$ cat src/logic/orr_defines.svh
// Widths, reset values and the zero flag position for the OR and return execution block.
// Assumes the decoder outside hands over one decoded operation code per instruction.
`ifndef ORR_DEFINES_SVH
`define ORR_DEFINES_SVH

`define ORR_DATA_W      8
`define ORR_PC_W        13
`define ORR_STAT_W      8
`define ORR_ZERO_BIT    2
`define ORR_WREG_RST    8'h00
`define ORR_STAT_RST    8'h00
`define ORR_GIE_RST     1'b0

`endif

$ cat src/logic/orr_pkg.sv
// Types for the OR and return execution block.
// Assumes orr_defines.svh is on the include path.
`include "orr_defines.svh"

package orr_pkg;

	typedef enum logic [2:0] {
		ORR_OP_NONE      = 3'h0,
		ORR_OP_OR_MEM    = 3'h1,
		ORR_OP_OR_IMM    = 3'h2,
		ORR_OP_OR_INTO   = 3'h3,
		ORR_OP_RET       = 3'h4,
		ORR_OP_RET_IMM   = 3'h5,
		ORR_OP_RET_INT   = 3'h6
	} orr_op_e;

	// One decoded instruction from the fetch/decode stage
	typedef struct packed {
		logic                         valid;
		orr_op_e                      op;
		logic [`ORR_DATA_W-1:0]       imm;
	} orr_instr_s;

	// Data memory write request
	typedef struct packed {
		logic                         we;
		logic [`ORR_DATA_W-1:0]       wdata;
	} orr_memwr_s;

endpackage : orr_pkg

$ cat src/logic/orr_exec.sv
// Execution of the OR and return instruction group inside the CPU core.
// Assumes memory read data is valid in the cycle the instruction is valid,
// and the stack supplies its top entry combinationally on stack_top_i.
//
// What this block does
// (RULE1) OR memory into working register
// (RULE2) OR immediate into working register
// (RULE3) OR working register into memory only
// (RULE4) Return pops stack into program counter
// (RULE5) Return-immediate form also loads immediate into working register
// (RULE6) Interrupt return restores PC, sets enable
// (RULE7) Enable gates every interrupt
// (RULE8) Pending interrupt serviced before main program
// (RULE9) OR forms set zero flag only
// (RULE10) Returns leave status flags alone
`timescale 1ns/1ns
`default_nettype none
`include "orr_defines.svh"

module orr_exec (
	input  wire logic                        clock_i,
	input  wire logic                        sys_rst_i,
	input  wire orr_pkg::orr_instr_s         instr_i,
	input  wire logic [`ORR_DATA_W-1:0]      mem_rdata_i,
	input  wire logic [`ORR_PC_W-1:0]        stack_top_i,
	input  wire logic                        irq_pending_i,
	input  wire logic                        gie_clear_i,
	output orr_pkg::orr_memwr_s              mem_wr_o,
	output logic                             stack_pop_o,
	output logic                             pc_load_o,
	output logic [`ORR_PC_W-1:0]             pc_value_o,
	output logic                             irq_take_o,
	output logic [`ORR_DATA_W-1:0]           working_register_o,
	output logic [`ORR_STAT_W-1:0]           status_o,
	output logic                             global_interrupt_enable_o
);

	// ----------------------------------------
	// Decode
	// ----------------------------------------
	// Named selects per instruction form
	wire logic is_or_mem  = instr_i.valid && (instr_i.op == orr_pkg::ORR_OP_OR_MEM);
	wire logic is_or_imm  = instr_i.valid && (instr_i.op == orr_pkg::ORR_OP_OR_IMM);
	wire logic is_or_into = instr_i.valid && (instr_i.op == orr_pkg::ORR_OP_OR_INTO);
	wire logic is_ret     = instr_i.valid && (instr_i.op == orr_pkg::ORR_OP_RET);
	wire logic is_ret_imm = instr_i.valid && (instr_i.op == orr_pkg::ORR_OP_RET_IMM);
	wire logic is_ret_int = instr_i.valid && (instr_i.op == orr_pkg::ORR_OP_RET_INT);
	wire logic any_or     = is_or_mem || is_or_imm || is_or_into;
	wire logic any_ret    = is_ret || is_ret_imm || is_ret_int;

	logic [`ORR_DATA_W-1:0] wreg_q;
	logic [`ORR_DATA_W-1:0] wreg_d;
	logic [`ORR_STAT_W-1:0] stat_q;
	logic [`ORR_STAT_W-1:0] stat_d;
	logic                   gie_q;
	logic                   gie_d;
	logic                   irq_hold_q;
	logic                   irq_hold_d;
	orr_pkg::orr_memwr_s    memwr_q;
	logic [`ORR_DATA_W-1:0] or_b;
	logic [`ORR_DATA_W-1:0] or_y;
	logic                   or_zero;

	// ----------------------------------------
	// OR datapath
	// ----------------------------------------
	// Immediate form uses the instruction operand, the others memory
	assign or_b = is_or_imm ? instr_i.imm : mem_rdata_i;

	orr_or_unit u_or (
		.a_i    (wreg_q),
		.b_i    (or_b),
		.y_o    (or_y),
		.zero_o (or_zero)
	);

	// ----------------------------------------
	// Next-state selection
	// ----------------------------------------
	// (RULE1) (RULE2) Working register result
	// (RULE5) Return immediate load
	// (RULE3) Into-memory form keeps working register
	assign wreg_d = (is_or_mem || is_or_imm) ? or_y :
	                is_ret_imm               ? instr_i.imm : wreg_q;

	// (RULE9) Only the zero bit follows OR
	// (RULE10) Returns fall to hold path
	always_comb begin
		stat_d = stat_q;
		if (any_or) begin
			stat_d[`ORR_ZERO_BIT] = or_zero;
		end
	end

	// (RULE6) Interrupt return sets enable, winning over a clear
	assign gie_d = is_ret_int ? 1'b1 : (gie_clear_i ? 1'b0 : gie_q);

	// (RULE8) Hold the take request across the return so the routine runs first
	// The source may drop its pending level right after the return cycle; the held copy
	// still forces one take before the first fetch at the restored address
	assign irq_hold_d = is_ret_int && irq_pending_i;

	// ----------------------------------------
	// Control outputs
	// ----------------------------------------
	// (RULE4) Pop stack and redirect fetch
	// Target idles at zero so a stale stack top never reaches fetch
	assign stack_pop_o = any_ret;
	assign pc_load_o   = any_ret;
	assign pc_value_o  = any_ret ? stack_top_i : `ORR_PC_W'(0);

	// (RULE7) Enable gates interrupts; a held request from an interrupt return is taken next cycle
	assign irq_take_o = gie_q && (irq_pending_i || irq_hold_q);

	// ----------------------------------------
	// Registers
	// ----------------------------------------
	// Architectural state, kept short
	always_ff @(posedge clock_i) begin
		if (sys_rst_i) begin
			wreg_q     <= `ORR_WREG_RST;
			stat_q     <= `ORR_STAT_RST;
			gie_q      <= `ORR_GIE_RST;
			irq_hold_q <= 1'b0;
		end else begin
			wreg_q     <= wreg_d;
			stat_q     <= stat_d;
			gie_q      <= gie_d;
			irq_hold_q <= irq_hold_d;
		end
	end

	// (RULE3) Memory write of the OR result, registered
	always_ff @(posedge clock_i) begin
		if (sys_rst_i) begin
			memwr_q <= '0;
		end else begin
			memwr_q.we    <= is_or_into;
			memwr_q.wdata <= is_or_into ? or_y : `ORR_DATA_W'(0);
		end
	end

	assign mem_wr_o                  = memwr_q;
	assign working_register_o        = wreg_q;
	assign status_o                  = stat_q;
	assign global_interrupt_enable_o = gie_q;

	// ----------------------------------------
	// Checks
	// ----------------------------------------
	chk_or_mem_wreg: assert property (@(posedge clock_i) disable iff (sys_rst_i) // RULE1
		is_or_mem |=> wreg_q == ($past(wreg_q) | $past(mem_rdata_i)))
		else $error("OR memory result wrong");

	chk_or_imm_wreg: assert property (@(posedge clock_i) disable iff (sys_rst_i) // RULE2
		is_or_imm |=> wreg_q == ($past(wreg_q) | $past(instr_i.imm)))
		else $error("OR immediate result wrong");

	chk_or_into_mem: assert property (@(posedge clock_i) disable iff (sys_rst_i) // RULE3
		is_or_into |=> mem_wr_o.we && $stable(wreg_q)
		&& mem_wr_o.wdata == ($past(wreg_q) | $past(mem_rdata_i)))
		else $error("OR into memory wrong");

	chk_ret_pc_load: assert property (@(posedge clock_i) disable iff (sys_rst_i) // RULE4
		any_ret |-> pc_load_o && stack_pop_o && pc_value_o == stack_top_i)
		else $error("Return did not restore PC");

	chk_ret_imm_load: assert property (@(posedge clock_i) disable iff (sys_rst_i) // RULE5
		is_ret_imm |=> wreg_q == $past(instr_i.imm))
		else $error("Return immediate not loaded");

	chk_intret_gie_set: assert property (@(posedge clock_i) disable iff (sys_rst_i) // RULE6
		is_ret_int |=> global_interrupt_enable_o)
		else $error("Interrupt return left enable clear");

	chk_gie_gates_irq: assert property (@(posedge clock_i) disable iff (sys_rst_i) // RULE7
		!global_interrupt_enable_o |-> !irq_take_o)
		else $error("Interrupt taken while disabled");

	chk_intret_pend_take: assert property (@(posedge clock_i) disable iff (sys_rst_i) // RULE8
		is_ret_int && irq_pending_i |=> irq_take_o)
		else $error("Pending interrupt not taken after return");

	chk_or_zero_flag: assert property (@(posedge clock_i) disable iff (sys_rst_i) // RULE9
		any_or |=> status_o[`ORR_ZERO_BIT] == (($past(wreg_q) | $past(or_b)) == 8'h00))
		else $error("Zero flag wrong after OR");

	chk_ret_flags_hold: assert property (@(posedge clock_i) disable iff (sys_rst_i) // RULE10
		any_ret |=> $stable(status_o))
		else $error("Return changed status");

	chk_memwr_idle: assert property (@(posedge clock_i) disable iff (sys_rst_i) // RULE3
		!is_or_into |=> !mem_wr_o.we)
		else $error("Memory write without OR into memory");

	chk_pop_only_ret: assert property (@(posedge clock_i) disable iff (sys_rst_i) // RULE4
		!any_ret |-> !stack_pop_o && !pc_load_o && pc_value_o == `ORR_PC_W'(0))
		else $error("Stack popped outside a return");

	chk_ret_wreg_hold: assert property (@(posedge clock_i) disable iff (sys_rst_i) // RULE4
		is_ret |=> $stable(wreg_q))
		else $error("Plain return changed working register");

	chk_or_other_flags: assert property (@(posedge clock_i) disable iff (sys_rst_i) // RULE9
		any_or |=> $stable({status_o[`ORR_STAT_W-1:`ORR_ZERO_BIT+1], status_o[`ORR_ZERO_BIT-1:0]}))
		else $error("OR changed a flag other than zero");

	chk_gie_clear_drop: assert property (@(posedge clock_i) disable iff (sys_rst_i) // RULE7
		gie_clear_i && !is_ret_int |=> !global_interrupt_enable_o)
		else $error("Enable not cleared on request");

	// ----------------------------------------
	// Coverage
	// ----------------------------------------
	cov_or_zero: cover property (@(posedge clock_i) disable iff (sys_rst_i) any_or && or_zero);
	cov_or_into: cover property (@(posedge clock_i) disable iff (sys_rst_i) is_or_into);
	cov_ret_plain: cover property (@(posedge clock_i) disable iff (sys_rst_i) is_ret);
	cov_ret_imm: cover property (@(posedge clock_i) disable iff (sys_rst_i) is_ret_imm);
	cov_intret_pend: cover property (@(posedge clock_i) disable iff (sys_rst_i) is_ret_int && irq_pending_i);

endmodule : orr_exec

`default_nettype wire

$ cat src/logic/orr_or_unit.sv
// Bitwise OR datapath with zero detection.
// Assumes purely combinational use inside the execution block.
`timescale 1ns/1ns
`default_nettype none
`include "orr_defines.svh"

module orr_or_unit (
	input  wire logic [`ORR_DATA_W-1:0] a_i,
	input  wire logic [`ORR_DATA_W-1:0] b_i,
	output logic      [`ORR_DATA_W-1:0] y_o,
	output logic                        zero_o
);

	// OR result and zero flag
	assign y_o    = a_i | b_i;
	assign zero_o = (y_o == `ORR_DATA_W'(0));

endmodule : orr_or_unit

`default_nettype wire

$ cat config.mk
export PLATFORM = sky130hd
export DESIGN_NAME = orr_exec
export DESIGN_NICKNAME = d
export VERILOG_FILES = /design/src/logic/orr_pkg.sv /design/src/logic/orr_exec.sv /design/src/logic/orr_or_unit.sv
export VERILOG_INCLUDE_DIRS = /design/src /design/src/logic
export SDC_FILE = /design/constraint.sdc
export NUM_CORES = 1
export LEC_CHECK = 0
export BUFFER_PORTS_ARGS = -buffer_cell sky130_fd_sc_hd__buf_2
export CAP_MARGIN = 20
export CORE_ASPECT_RATIO = 0.7
export CORE_UTILIZATION = 40
export CTS_CLUSTER_SIZE = 14
export DETAILED_ROUTE_END_ITERATION = 8
export GPL_ROUTABILITY_DRIVEN = 0
export PLACE_DENSITY_LB_ADDON = 0.05
export SLEW_MARGIN = 20
export SYNTH_ARGS = -nofsm -noshare
export SYNTH_HDL_FRONTEND = slang
export SYNTH_SLANG_ARGS = --single-unit
$ cat constraint.sdc
create_clock -name clock_i -period 2.7 [get_ports clock_i]
set_clock_uncertainty 0.15 [all_clocks]
set_input_delay 0.405 -clock clock_i [delete_from_list [all_inputs] [get_ports clock_i]]
set_output_delay 0.405 -clock clock_i [all_outputs]
set_load 0.01 [all_outputs]
# Word-level counts from Yosys, hierarchy flattened
# Index checks and enable logic that the tools add are counted.
[op_classes]
addsub = 0
mul = 0
div = 0
n_lt_le_gt_ge = 0
n_eq_ne = 6
shift = 0
mux = 6
bitwise = 2
n_reduce_logical = 17
[op_table]
columns = ["operator", "count"]
rows = [
  ["$mux 8", 3],
  ["$mux 13", 1],
  ["$eq 3x3->1 const B", 3],
  ["$logic_and 1x1->1", 8],
  ["$logic_not 8->1", 1],
  ["$or 8x8->8", 1],
  ["$eq 3x2->1 const B", 2],
  ["$logic_or 1x1->1", 5],
  ["$reduce_bool 2->1", 2],
  ["$eq 3x1->1 const B", 1],
  ["$mux 1", 2],
  ["$reduce_or 2->1", 1],
  ["$not 1->1", 1],
]
[word_totals]
register_bits = 20
latchBits = 0
ramBits = 0
mem_bits_ro = 0
output_inout_bits = 42
elab_cells = 37
n_memories = 0

# Longest topological paths before layout
# Gate-level depths: netlist (run 1).
[logic_depth]
depth_word = 5
mapped_depth = 7

# By module
# A second synthesis (run 1) with hierarchy kept.
[unflattened]
cells_unflattened = 129
hier_area_um2 = 1139.8
[modules_own_cells]
columns = ["mod", "instances", "cells_per_inst", "area_each_um2", "seq_area_each_um2"]
rows = [
  ["orr_exec", 1, 116, 1056.0, 400.4],
  ["orr_or_unit", 1, 13, 83.8, 0.0],
]

# Worst setup path after synthesis (run 1)
# OpenSTA, ideal clock, no wires.
[synth_path]
path_type = "input-to-output"
start = "input instr_i[8] in the netlist's numbering"
end = "output pc_value_o[0]"
t_arrival_ns = 1.250
t_required_ns = 2.145
path_slack_ns = 0.895
stages = 4
path_cell_list = "buf_6 > a21oi_1 > clkbuf_1 > and2_1"
[synth_via]
elab_chain_cells = 5
elab_cells_between_ends = 9
[synth_lines]
columns = ["element", "line_no", "text"]
rows = [
  ["start: declaration", "orr_exec.sv:23", "input wire orr_pkg::orr_instr_s instr_i,"],
  ["$eq 3x3->1 (on tied branches)", "orr_exec.sv:45, orr_exec.sv:46", ""],
  ["$logic_and 1x1->1 (on tied branches)", "orr_exec.sv:45, orr_exec.sv:46", ""],
  ["$logic_or 1x1->1", "orr_exec.sv:49", "wire logic any_ret = is_ret || is_ret_imm || is_ret_int;"],
  ["$logic_or 1x1->1 *", "orr_exec.sv:49", ""],
  ["via pc_load_o", "orr_exec.sv:30", "output logic pc_load_o,"],
  ["$mux 13 *", "orr_exec.sv:110", "assign pc_value_o = any_ret ? stack_top_i : `ORR_PC_W'(0);"],
  ["end: declaration", "orr_exec.sv:31", "output logic [`ORR_PC_W-1:0] pc_value_o,"],
]
# Mark *: on every way through the listed nets, which the timed path passes. The rest lies on a longest branch.

# Final worst setup path (run 1)
[layout_path]
start = "input instr_i[10] in the netlist's numbering"
end = "output pc_value_o[2]"
[layout_via]
elab_chain_cells = 5
elab_cells_between_ends = 9
[layout_lines]
columns = ["element", "line_no"]
rows = [
  ["$eq 3x3->1 (on tied branches)", "orr_exec.sv:45, orr_exec.sv:46"],
  ["$logic_and 1x1->1 (on tied branches)", "orr_exec.sv:45, orr_exec.sv:46"],
  ["$logic_or 1x1->1", "orr_exec.sv:49"],
  ["$logic_or 1x1->1 *", "orr_exec.sv:49"],
  ["$mux 13 *", "orr_exec.sv:110"],
]
# Every way passes the cells marked *; elsewhere a longest branch is shown, timed or not.

==> qor.csv, run 1 <==
metric,value,unit
"leading cell types in the layout, fill and taps excluded","71 x buf_2, 24 x nor2_1, 20 x dfxtp_1",
Reg2Reg Depth,3,
combinational share of power,18.3,%
sequential area share after synthesis,35.09,%
switching share of power,24.94,%
worst min-delay path class,in2reg,
first drt pass iteration count,4,
ports placed on the boundary,79,
timing startpoint of the critical path,instr_i[10],
unrepaired setup endpoints after global routing,false,
Critical Path End,pc_value_o[2],
total net switching power,187.5,uW
number of distinct library cells after synthesis,34,
Setup Crit Path Kind,in2out,
half-perimeter wire length after placement,2.538,mm
cts bufs inserted,3,
run status,finished clean,
kind of end point of the critical path,primary output,
area of the core,0.002571,sq mm
maximum fanout along the worst path,15,
post-synthesis instance total,144,
power consumption,752.1,uW
Post-synth EDFFs,0,
Finish-stage setup viols,0,
number of violations reported at the end of detailed-routing iteration 0,44,
Crit-path slowest cell,buf_2,
fraction of layout instances using a drive strength above 1,39.05,%
Chip Height,46.69,um
antenna violations before repair,0,
"FF+latch count, synth",20,
Reg power frac,41.6,%
cts-stage hold buffer count,0,
PwrDens,486.7,mW/mm^2
Die W,65.84,um
Hold Fails Final Rpt,0,
post-CTS setup buffer count,0,
fraction of synthesized cell area taken by the top area cell type,35.09,%
final total negative setup slack,0,ps
critical path required time,2140,ps
count of port buffers added during placement,71,
peak supply drop,0.2263,mV
floorplan die area,0.003074,sq mm
cell area after synthesis,0.001141,sq mm
leak pwr,0.0007706,uW
met2 routing resource usage after global routing,32.24,%
post-detailed-routing wire length,3.154,mm
highest clock rate,539.5,MHz
ant diodes,0,
fraction of met3 tracks used by global routing,6.683,%
routed via count,1247,
largest cells by area after synthesis,"dfxtp_1 35%, nor2_1 7.9%, and2_1 7.7%",
Worst-path clk slew,70,ps
crit path time final,1853,ps
GRT Util Overall,21.35,%
Syn. warnings,0,
Critical Path Most Common Cell,buf_2,
total DRC errors in the routed layout,0,
nets@finish,248,
wire length of the first global-routing pass,4.650,mm
area added between synthesis and finish,35.42,%
Starting Density,44.38,%
relative contribution of the clock network to total power,40.1,%
arrival time at the worst endpoint,1300,ps
clock tree buffer depth,2,
crit path cell chain,buf_2 -> nand2_1 -> a21oi_1 -> buf_4 -> and2_1 -> buf_2,
worst slack on hold paths,258.5,ps
fin. max-slew vios,0,
startpoint of the worst-slack reg-to-reg timing path,working_register_o[0]$_SDFFE_PP0P_,
CTS H-tree lvls,1,
final std cells w/o fill,244,
Core Rows,15,
most common library cell in the layout ignoring fill and taps,buf_2,
internal power summed over all cells,564.5,uW
clock insertion delay at the later pin of the skew report,260,ps
DP Cell Count,240,
worst flop-to-flop path endpoint,status_o[2]$_SDFFE_PP0P_,
number of gates resized after cts,0,
Synth async-reset ratio,0,%
post-route fraction of the period consumed by the critical path,68.65,%
"Remaining Overflow, GRT",0,
CTS tree,done,
via-per-instance ratio,5.111,
Routed Antenna Nets,0,
slack of the worst reg-to-reg path,1460,ps
via count of the first global-routing pass,1023,
largest net degree at the start of global routing,19,
critical path's largest stage delay,220,ps
mean post-synth cell area,7.924,sq um
Synth Flop Type,dfxtp_1,
launching element type of the critical path,input pin,
largest area contributor in the synthesized netlist,dfxtp_1,
maximum capacitance violations,0,
layer with the highest usage,met2,
grt met1 use,28.15,%
number of sinks handled by clock tree synthesis,20,
wire length per cell,12.93,um
root buf cell,clkbuf_8,
through the flow:
stage / area (sq um) / setup slack, ps / utilization (%)
finish: 1545 / 846.6 / 60.10
global route: 1545 / 717.9 / 60.10
CTS: 1545 / 841.6 / 60.10
detailed placement: 1474 / 742.0 / 57.32
global placement: 1474 / 829.3 / 57.32
floorplan: 1164 / 894.7 / -
kinds of logic after synthesis:
family | count (synthesis) | share of synthesized area, %
buffers and inverters | 19 | 10.20
flip-flops | 20 | 35.09
AND/OR/NAND/NOR | 73 | 35.64
other | 1 | 0.3286
AO/OA/AOI/OAI | 31 | 18.75
layer usage:
| metal | wire [um] | vias up |
|---|---|---|
| li1 | - | 620 |
| met1 | 1454 | 542 |
| met2 | 1332 | 79 |
| met3 | 322 | 6 |
| met4 | 45 | 0 |
| met5 | 0 | - |
worst max-delay path, delay by kind of cell:
family                 cells  cell delay [ps]
buffers and inverters      3              520
AO/OA/AOI/OAI              1              120
AND/OR/NAND/NOR            2              250
sequential cells by signal, indices dropped and copies added (netlist names):
name	count
mem_wr_o	9
working_register_o	8
global_interrupt_enable_o	1
irq_hold_q	1
status_o	1
worst min-delay path by stage:
stage	start	to	slack (ps)	cells past startpoint
global placement	global_interrupt_enable_o$_SDFFE_PP0P_	global_interrupt_enable_o$_SDFFE_PP0P_	320	2
CTS	gie_clear_i	global_interrupt_enable_o$_SDFFE_PP0P_	260	3
global route	gie_clear_i	global_interrupt_enable_o$_SDFFE_PP0P_	250	3
detailed placement	global_interrupt_enable_o$_SDFFE_PP0P_	global_interrupt_enable_o$_SDFFE_PP0P_	350	2
finish	gie_clear_i	global_interrupt_enable_o$_SDFFE_PP0P_	260	3
floorplan	status_o[2]$_SDFFE_PP0P_	status_o[2]$_SDFFE_PP0P_	350	2
synth_stat cells, types with 2 or more instances:
master     number
and2b_1         5
a211oi_1        7
nor3b_1         2
buf_2           3
inv_1           2
nor2_1         24
nor2b_1         3
nor4_1          3
dfxtp_1        20
a21oi_1        10
clkbuf_1        4
nor3_1          9
o2bb2ai_1       8
and2_1         14
nand2b_1        2
buf_4           9
or2_2           2
area by class of cell:
cell class                      count  area (sq um)
Timing Repair Buffer               73         370.4
Clock buffer                        3         41.29
Fill cell                         248          1026
Tap cell                           34         42.54
Sequential cell                    20         400.4
Multi-Input combinational cell    111         653.1
Inverter                            2         7.507
Clock inverter                      1         30.03
power groups by stage:
stage	sequential (uW)	combinational [uW]	clock, uW
2_1_floorplan	322	79.9	0
3_3_place_gp	319	136	0
3_5_place_dp	319	137	0
4_1_cts	312	138	304
5_1_grt	314	152	315
6_report	313	138	301
(Power assumes the default switching activity.)
==> run 2, diff against run 1 <==
ABC_AREA = 1   (was unset)
CORE_UTILIZATION = 37   (was 40)
clock period = 1.5 ns   (was 2.7 ns; I/O delays follow)
==> run 2 against run 1 <==
- register-to-register slack worse by 1200 ps
- final area up 7.3%
- power up 84%
- cell count increased by 25%
- utilization is 3.0 points lower
- count of clock-buffer cells in the layout unchanged
- die area is 11% higher
- wire length shrank 2.3%
- combinational power grew 100%
- clock power rose by 80%
- worst setup slack worse by 670 ps
- sequential power grew 79%
==> qor.csv, run 2 <==
metric,value,unit,change
run status,finished clean,,
slack of the worst reg-to-reg path,310,ps,-1150 ps
count of port buffers added during placement,71,,unchanged
kind of end point of the critical path,primary output,,
Core Rows,16,,+1
source of the worst hold timing path,sys_rst_i,,
GRT Util Overall,18.78,%,-2.6 points
fin. max-slew vios,0,,unchanged
Crit-path slowest cell,buf_4,,
timing startpoint of the critical path,instr_i[8],,
floorplan die area,0.003398,sq mm,+11%
power consumption,1385,uW,+84%
sequential area share after synthesis,34.19,%,-0.90 points
number of gates resized after cts,0,,unchanged
max FFs per register,9,,unchanged
post-synthesis instance total,190,,+32%
Setup Crit Path Kind,in2out,,
largest cells by area after synthesis,"dfxtp_1 34%, inv_1 14%, nand2_1 14%",,
half-perimeter wire length after placement,2.459,mm,-3.1%
launching element type of the critical path,input pin,,
crit path cell chain,buf_2 -> nand2_1 -> nand3_1 -> buf_4 -> nor2_1 -> buf_2,,
CTS tree,done,,
"Remaining Overflow, GRT",0,,unchanged
depth of the worst hold-timing path,2,,-1
cell area after synthesis,0.001171,sq mm,+2.6%
synth cell count leaders,"45 x inv_1, 43 x nand2_1, 30 x nor2_1, 20 x dfxtp_1, 9 x o21ai_0",,
root buf cell,clkbuf_8,,
area added between synthesis and finish,41.56,%,
fraction of synthesized cell area taken by the top area cell type,34.19,%,-0.90 points
"FF+latch count, synth",20,,unchanged
Die W,69.25,um,+5.2%
critical path required time,1120,ps,-1020 ps
Reg2Reg Depth,7,,+4
worst slack on hold paths,17.71,ps,-240.8 ps
post-detailed-routing wire length,3.083,mm,-2.3%
number of filler instances in the final layout,284,,+15%
Hold Fails Final Rpt,0,,unchanged
wire length per cell,10.08,um,-22%
ports placed on the boundary,79,,unchanged
wire length of the first global-routing pass,5.023,mm,+8.0%
cts bufs inserted,3,,unchanged
most used standard cell by instance count after synthesis,inv_1,,
Chip Height,49.07,um,+5.1%
number of distinct library cells after synthesis,20,,-41%
leak pwr,0.001089,uW,+41%
Post-synth EDFFs,0,,unchanged
critical path's largest stage delay,180,ps,-40 ps
via-per-instance ratio,4.379,,-14%
highest clock rate,756.6,MHz,
maximum capacitance violations,0,,unchanged
worst min-delay path class,in2reg,,
largest net degree at the start of global routing,17,,-2
nets@finish,308,,+24%
WHS Endpoint,global_interrupt_enable_o$_SDFFE_PP0P_,,
via count of the first global-routing pass,1140,,+11%
Synth async-reset ratio,0,%,unchanged
post-CTS setup buffer count,0,,unchanged
utilization after layout,57.11,%,-3.0 points
crit path time final,1322,ps,
clock tree buffer depth,2,,unchanged
number of sinks handled by clock tree synthesis,20,,unchanged
mean post-synth cell area,6.164,sq um,-22%
most common library cell in the layout ignoring fill and taps,buf_2,,
maximum fanout along the worst path,14,,-1
Synth Flop Type,dfxtp_1,,
PwrDens,835.4,mW/mm^2,+72%
Starting Density,40.34,%,-4.0 points
Routed Antenna Nets,0,,unchanged
unrepaired setup endpoints after global routing,false,,
startpoint of the worst-slack reg-to-reg timing path,working_register_o[3]$_SDFFE_PP0P_,,
largest area contributor in the synthesized netlist,dfxtp_1,,
worst flop-to-flop path endpoint,status_o[2]$_SDFFE_PP0P_,,
Syn. warnings,0,,unchanged
total DRC errors in the routed layout,0,,unchanged
peak supply drop,0.3575,mV,+58%
"leading cell types in the layout, fill and taps excluded","71 x buf_2, 45 x inv_1, 43 x nand2_1",,
fraction of layout instances using a drive strength above 1,35.19,%,-3.9 points
Bufs and invs on worst path,3,,unchanged
Worst-path clk slew,70,ps,about the same
number of violations reported at the end of detailed-routing iteration 0,63,,+43%
Finish-stage setup viols,0,,unchanged
cts-stage hold buffer count,0,,unchanged
Top delay family on crit path,buffers and inverters,,
antenna violations before repair,0,,unchanged
clock insertion delay at the later pin of the skew report,260,ps,about the same
ant diodes,0,,unchanged
CTS H-tree lvls,1,,unchanged
area of the core,0.002903,sq mm,+13%
routed via count,1340,,+7.5%
arrival time at the worst endpoint,950,ps,-350 ps
Critical Path Most Common Cell,buf_2,,
post-route fraction of the period consumed by the critical path,88.11,%,
first drt pass iteration count,4,,unchanged
## run 2: changes by cell type after synthesis, sizes merged, moves of 9 or more
cell   previous run  this run
nor2             24        33
nand2             1        46
inv               2        48
and2             14         0
o21ai             1        10
## run 2: worst max-delay path by stage
stage | to | slack (ps) | depth (start not counted)
floorplan | stack_pop_o | 130 | 5
global placement | status_o[2]$_SDFFE_PP0P_ | 20 | 10
detailed placement | status_o[2]$_SDFFE_PP0P_ | -20 | 10
CTS | pc_value_o[0] | 170 | 6
global route | status_o[2]$_SDFFE_PP0P_ | 50 | 10
finish | pc_value_o[0] | 180 | 6
## run 2: metal layers
metal,up-vias,global-route usage [%],share of wire [%]
met2,63,28.96,39
met4,0,5.442,0.88
met1,564,25.60,52
met5,-,0,0
met3,4,5.165,7.7
li1,709,-,-
## run 2: layout make-up
cell class              instances  area [sq um]  share of cell area, %
inverters                      48         180.2                  10.87
repair buffers                 80         422.9                  25.51
flip-flops and latches         20         400.4                  24.15
well taps                      36         45.04                  2.717
multi-input cells             118         538.0                  32.45
clock inverters                 1         30.03                  1.811
clock buffers                   3         41.29                  2.491
## run 2: metrics by stage
step           instances  setup slack [ps]  cell area [sq um]  TNS, ps
6_report             306             178.4               1658        0
3_3_place_gp         302             20.27               1587        0
4_1_cts              306             165.0               1658        0
2_1_floorplan        196             129.1               1194        0
5_1_grt              306             45.41               1658        0
3_5_place_dp         302            -21.01               1587   -21.01
## run 2: kinds of logic (layout without fill, tap and decap cells)
logic type | after synthesis | after routing | synth area share (%)
compound gates | 21 | 21 | 10.36
buf+inv | 58 | 132 | 21.79
flops | 20 | 20 | 34.19
other cells | 1 | 7 | 0.3202
simple gates | 90 | 90 | 33.33
## run 2: power breakdown
group	internal, uW	leakage (uW)	total (uW)	switching, uW
clock network	356	0.0000357	543	187
logic	117	0.000890	281	163
registers	550	0.000163	561	11.5
total	1020	0.00109	1380	362
==> run 3, diff against run 2 <==
CORE_UTILIZATION = 40   (was 37)
PLACE_DENSITY = 0.74   (was unset)
PLACE_DENSITY_LB_ADDON = unset   (was 0.05)
clock period = 1.7 ns   (was 1.5 ns; I/O delays follow)
==> run 3 against run 2 <==
- sequential share of layout area up 0.93 points
- global-route usage up 0.78 points
- critical path depth unchanged
- sequential cell count unchanged
- via count down 2.2%
- non-clock buffer count down 6
- critical endpoint is now pc_value_o[5]
- critical path type unchanged
- first-iteration DRC count up 9.5%
==> qor.csv, run 3 (same netlist as run 2, synthesis figures left out) <==
metric,value,unit,change
fraction of layout instances using a drive strength above 1,33.71,%,-1.5 points
final total negative setup slack,0,ps,unchanged
area of the core,0.002783,sq mm,-4.1%
internal power summed over all cells,785.7,uW,-23%
depth of the worst hold-timing path,2,,unchanged
crit path time final,1363,ps,
count of port buffers added during placement,71,,unchanged
routed via count,1311,,-2.2%
post-detailed-routing wire length,2.926,mm,-5.1%
wire length of the first global-routing pass,4.388,mm,-13%
wire length per cell,9.753,um,-3.2%
DP Cell Count,296,,-2.0%
number of gates resized after cts,0,,unchanged
Finish-stage setup viols,0,,unchanged
root buf cell,clkbuf_8,,
Critical Path Most Common Cell,buf_2,,
leak pwr,0.001052,uW,-3.3%
source of the worst hold timing path,sys_rst_i,,
clock insertion delay at the later pin of the skew report,260,ps,about the same
number of violations reported at the end of detailed-routing iteration 0,69,,+9.5%
clock tree buffer depth,2,,unchanged
Crit-path slowest cell,buf_4,,
CTS H-tree lvls,1,,unchanged
Core Rows,16,,unchanged
peak supply drop,0.2994,mV,-16%
first drt pass iteration count,4,,unchanged
ports placed on the boundary,79,,unchanged
nets@finish,302,,-1.9%
Worst-path clk slew,70,ps,about the same
ant diodes,0,,unchanged
Met1 Routed Length,1.342,mm,-16%
switching share of power,28.49,%,+2.4 points
maximum fanout along the worst path,14,,unchanged
crit path cell chain,buf_2 -> nand2_1 -> nand3_1 -> buf_4 -> nor2_1 -> buf_2,,
Routed Antenna Nets,0,,unchanged
instance area at placement,0.001541,sq mm,-2.8%
PwrDens,688.1,mW/mm^2,-18%
top routing layer in use,met4,,
maximum capacitance violations,0,,unchanged
critical path's largest stage delay,180,ps,about the same
max FFs per register,9,,unchanged
most common library cell in the layout ignoring fill and taps,buf_2,,
CTS tree,done,,
GRT Util Overall,19.56,%,+0.78 points
utilization after layout,57.37,%,+0.26 points
post-route fraction of the period consumed by the critical path,80.19,%,
run status,finished clean,,
via count of the first global-routing pass,962,,-16%
launching element type of the critical path,input pin,,
cts bufs inserted,3,,unchanged
combinational share of power,21.3,%,+1.0 points
half-perimeter wire length after placement,2.273,mm,-7.6%
startpoint of the worst-slack reg-to-reg timing path,working_register_o[3]$_SDFFE_PP0P_,,
relative contribution of the clock network to total power,33.6,%,-5.6 points
worst min-delay path class,in2reg,,
highest clock rate,733.5,MHz,
total net switching power,313.0,uW,-13%
number of sinks handled by clock tree synthesis,20,,unchanged
worst flop-to-flop path endpoint,status_o[2]$_SDFFE_PP0P_,,
kind of end point of the critical path,primary output,,
via-per-instance ratio,4.370,,-0.21%
floorplan die area,0.003151,sq mm,-7.3%
routed wl met3,342,um,+45%
final std cells w/o fill,300,,-2.0%
cts-stage hold buffer count,0,,unchanged
critical path required time,1290,ps,+170 ps
total DRC errors in the routed layout,0,,unchanged
slack of the worst reg-to-reg path,540,ps,+230 ps
unrepaired setup endpoints after global routing,false,,
Starting Density,42.09,%,+1.7 points
Chip Height,47.27,um,-3.7%
largest net degree at the start of global routing,17,,unchanged
Bufs and invs on worst path,3,,unchanged
Setup Crit Path Kind,in2out,,
arrival time at the worst endpoint,960,ps,about the same
"Remaining Overflow, GRT",0,,unchanged
Reg2Reg Depth,7,,unchanged
finished layout cell area,0.001597,sq mm,-3.7%
area added between synthesis and finish,36.32,%,
WHS Endpoint,global_interrupt_enable_o$_SDFFE_PP0P_,,
Hold Fails Final Rpt,0,,unchanged
post-CTS setup buffer count,0,,unchanged
antenna violations before repair,0,,unchanged
Top delay family on crit path,buffers and inverters,,
Reg power frac,45.1,%,+4.6 points
met2 WL post-DR,1.215,mm,about the same
fin. max-slew vios,0,,unchanged
Die W,66.67,um,-3.7%
"leading cell types in the layout, fill and taps excluded","71 x buf_2, 45 x inv_1, 43 x nand2_1",,
run 3: cell types whose count changed in the layout (fill, tap and decap cells not counted), sizes merged:
cell	before	now
buf	80	74
bufinv	1	0
clkbuf	3	4
run 3: cell type report:
type | count | area [sq um]
Fill cell | 277 | 1186
Multi-Input combinational cell | 118 | 538.0
Sequential cell | 20 | 400.4
Timing Repair Buffer | 74 | 377.9
Inverter | 48 | 180.2
Clock buffer | 4 | 55.05
Tap cell | 36 | 45.04
run 3: worst reg2reg max path, delay by kind of cell, from the launching register on:
family	cells	cell delay, ps
buf+inv	1	60
flops	1	340
compound gates	1	120
simple gates	5	430
run 3: routing by layer:
| layer | track usage (%) | up-vias |
|---|---|---|
| li1 | - | 696 |
| met1 | 26.44 | 545 |
| met2 | 28.89 | 65 |
| met5 | 0 | - |
| met4 | 6.383 | 0 |
| met3 | 7.282 | 5 |
run 3: worst max-delay path by stage:
stage,startpoint,end,cells past startpoint
final,instr_i[8],pc_value_o[5],6
after global routing,instr_i[9],pc_value_o[9],6
after CTS,instr_i[8],pc_value_o[4],6
after detailed placement,instr_i[10],working_register_o[3]$_SDFFE_PP0P_,8
after global placement,instr_i[8],status_o[2]$_SDFFE_PP0P_,10
after floorplan,instr_i[8],stack_pop_o,5
run 3: per-stage QoR:
stage / hold WS [ps] / setup slack, ps / total power [uW]
floorplan: 174.1 / 269.1 / 651.9
global placement: 320.1 / 222.1 / 737.3
detailed placement: 320.8 / 156.9 / 739.3
CTS: 64.47 / 333.3 / 1102
global route: 73.98 / 234.3 / 1159
finish: 63.55 / 336.7 / 1099
run 3: power groups by stage:
stage | clock network (uW) | registers, uW | logic [uW]
after floorplan | 0 | 513 | 139
after global placement | 0 | 506 | 231
after detailed placement | 0 | 506 | 233
after CTS | 372 | 496 | 234
after global routing | 394 | 498 | 267
final | 369 | 496 | 234
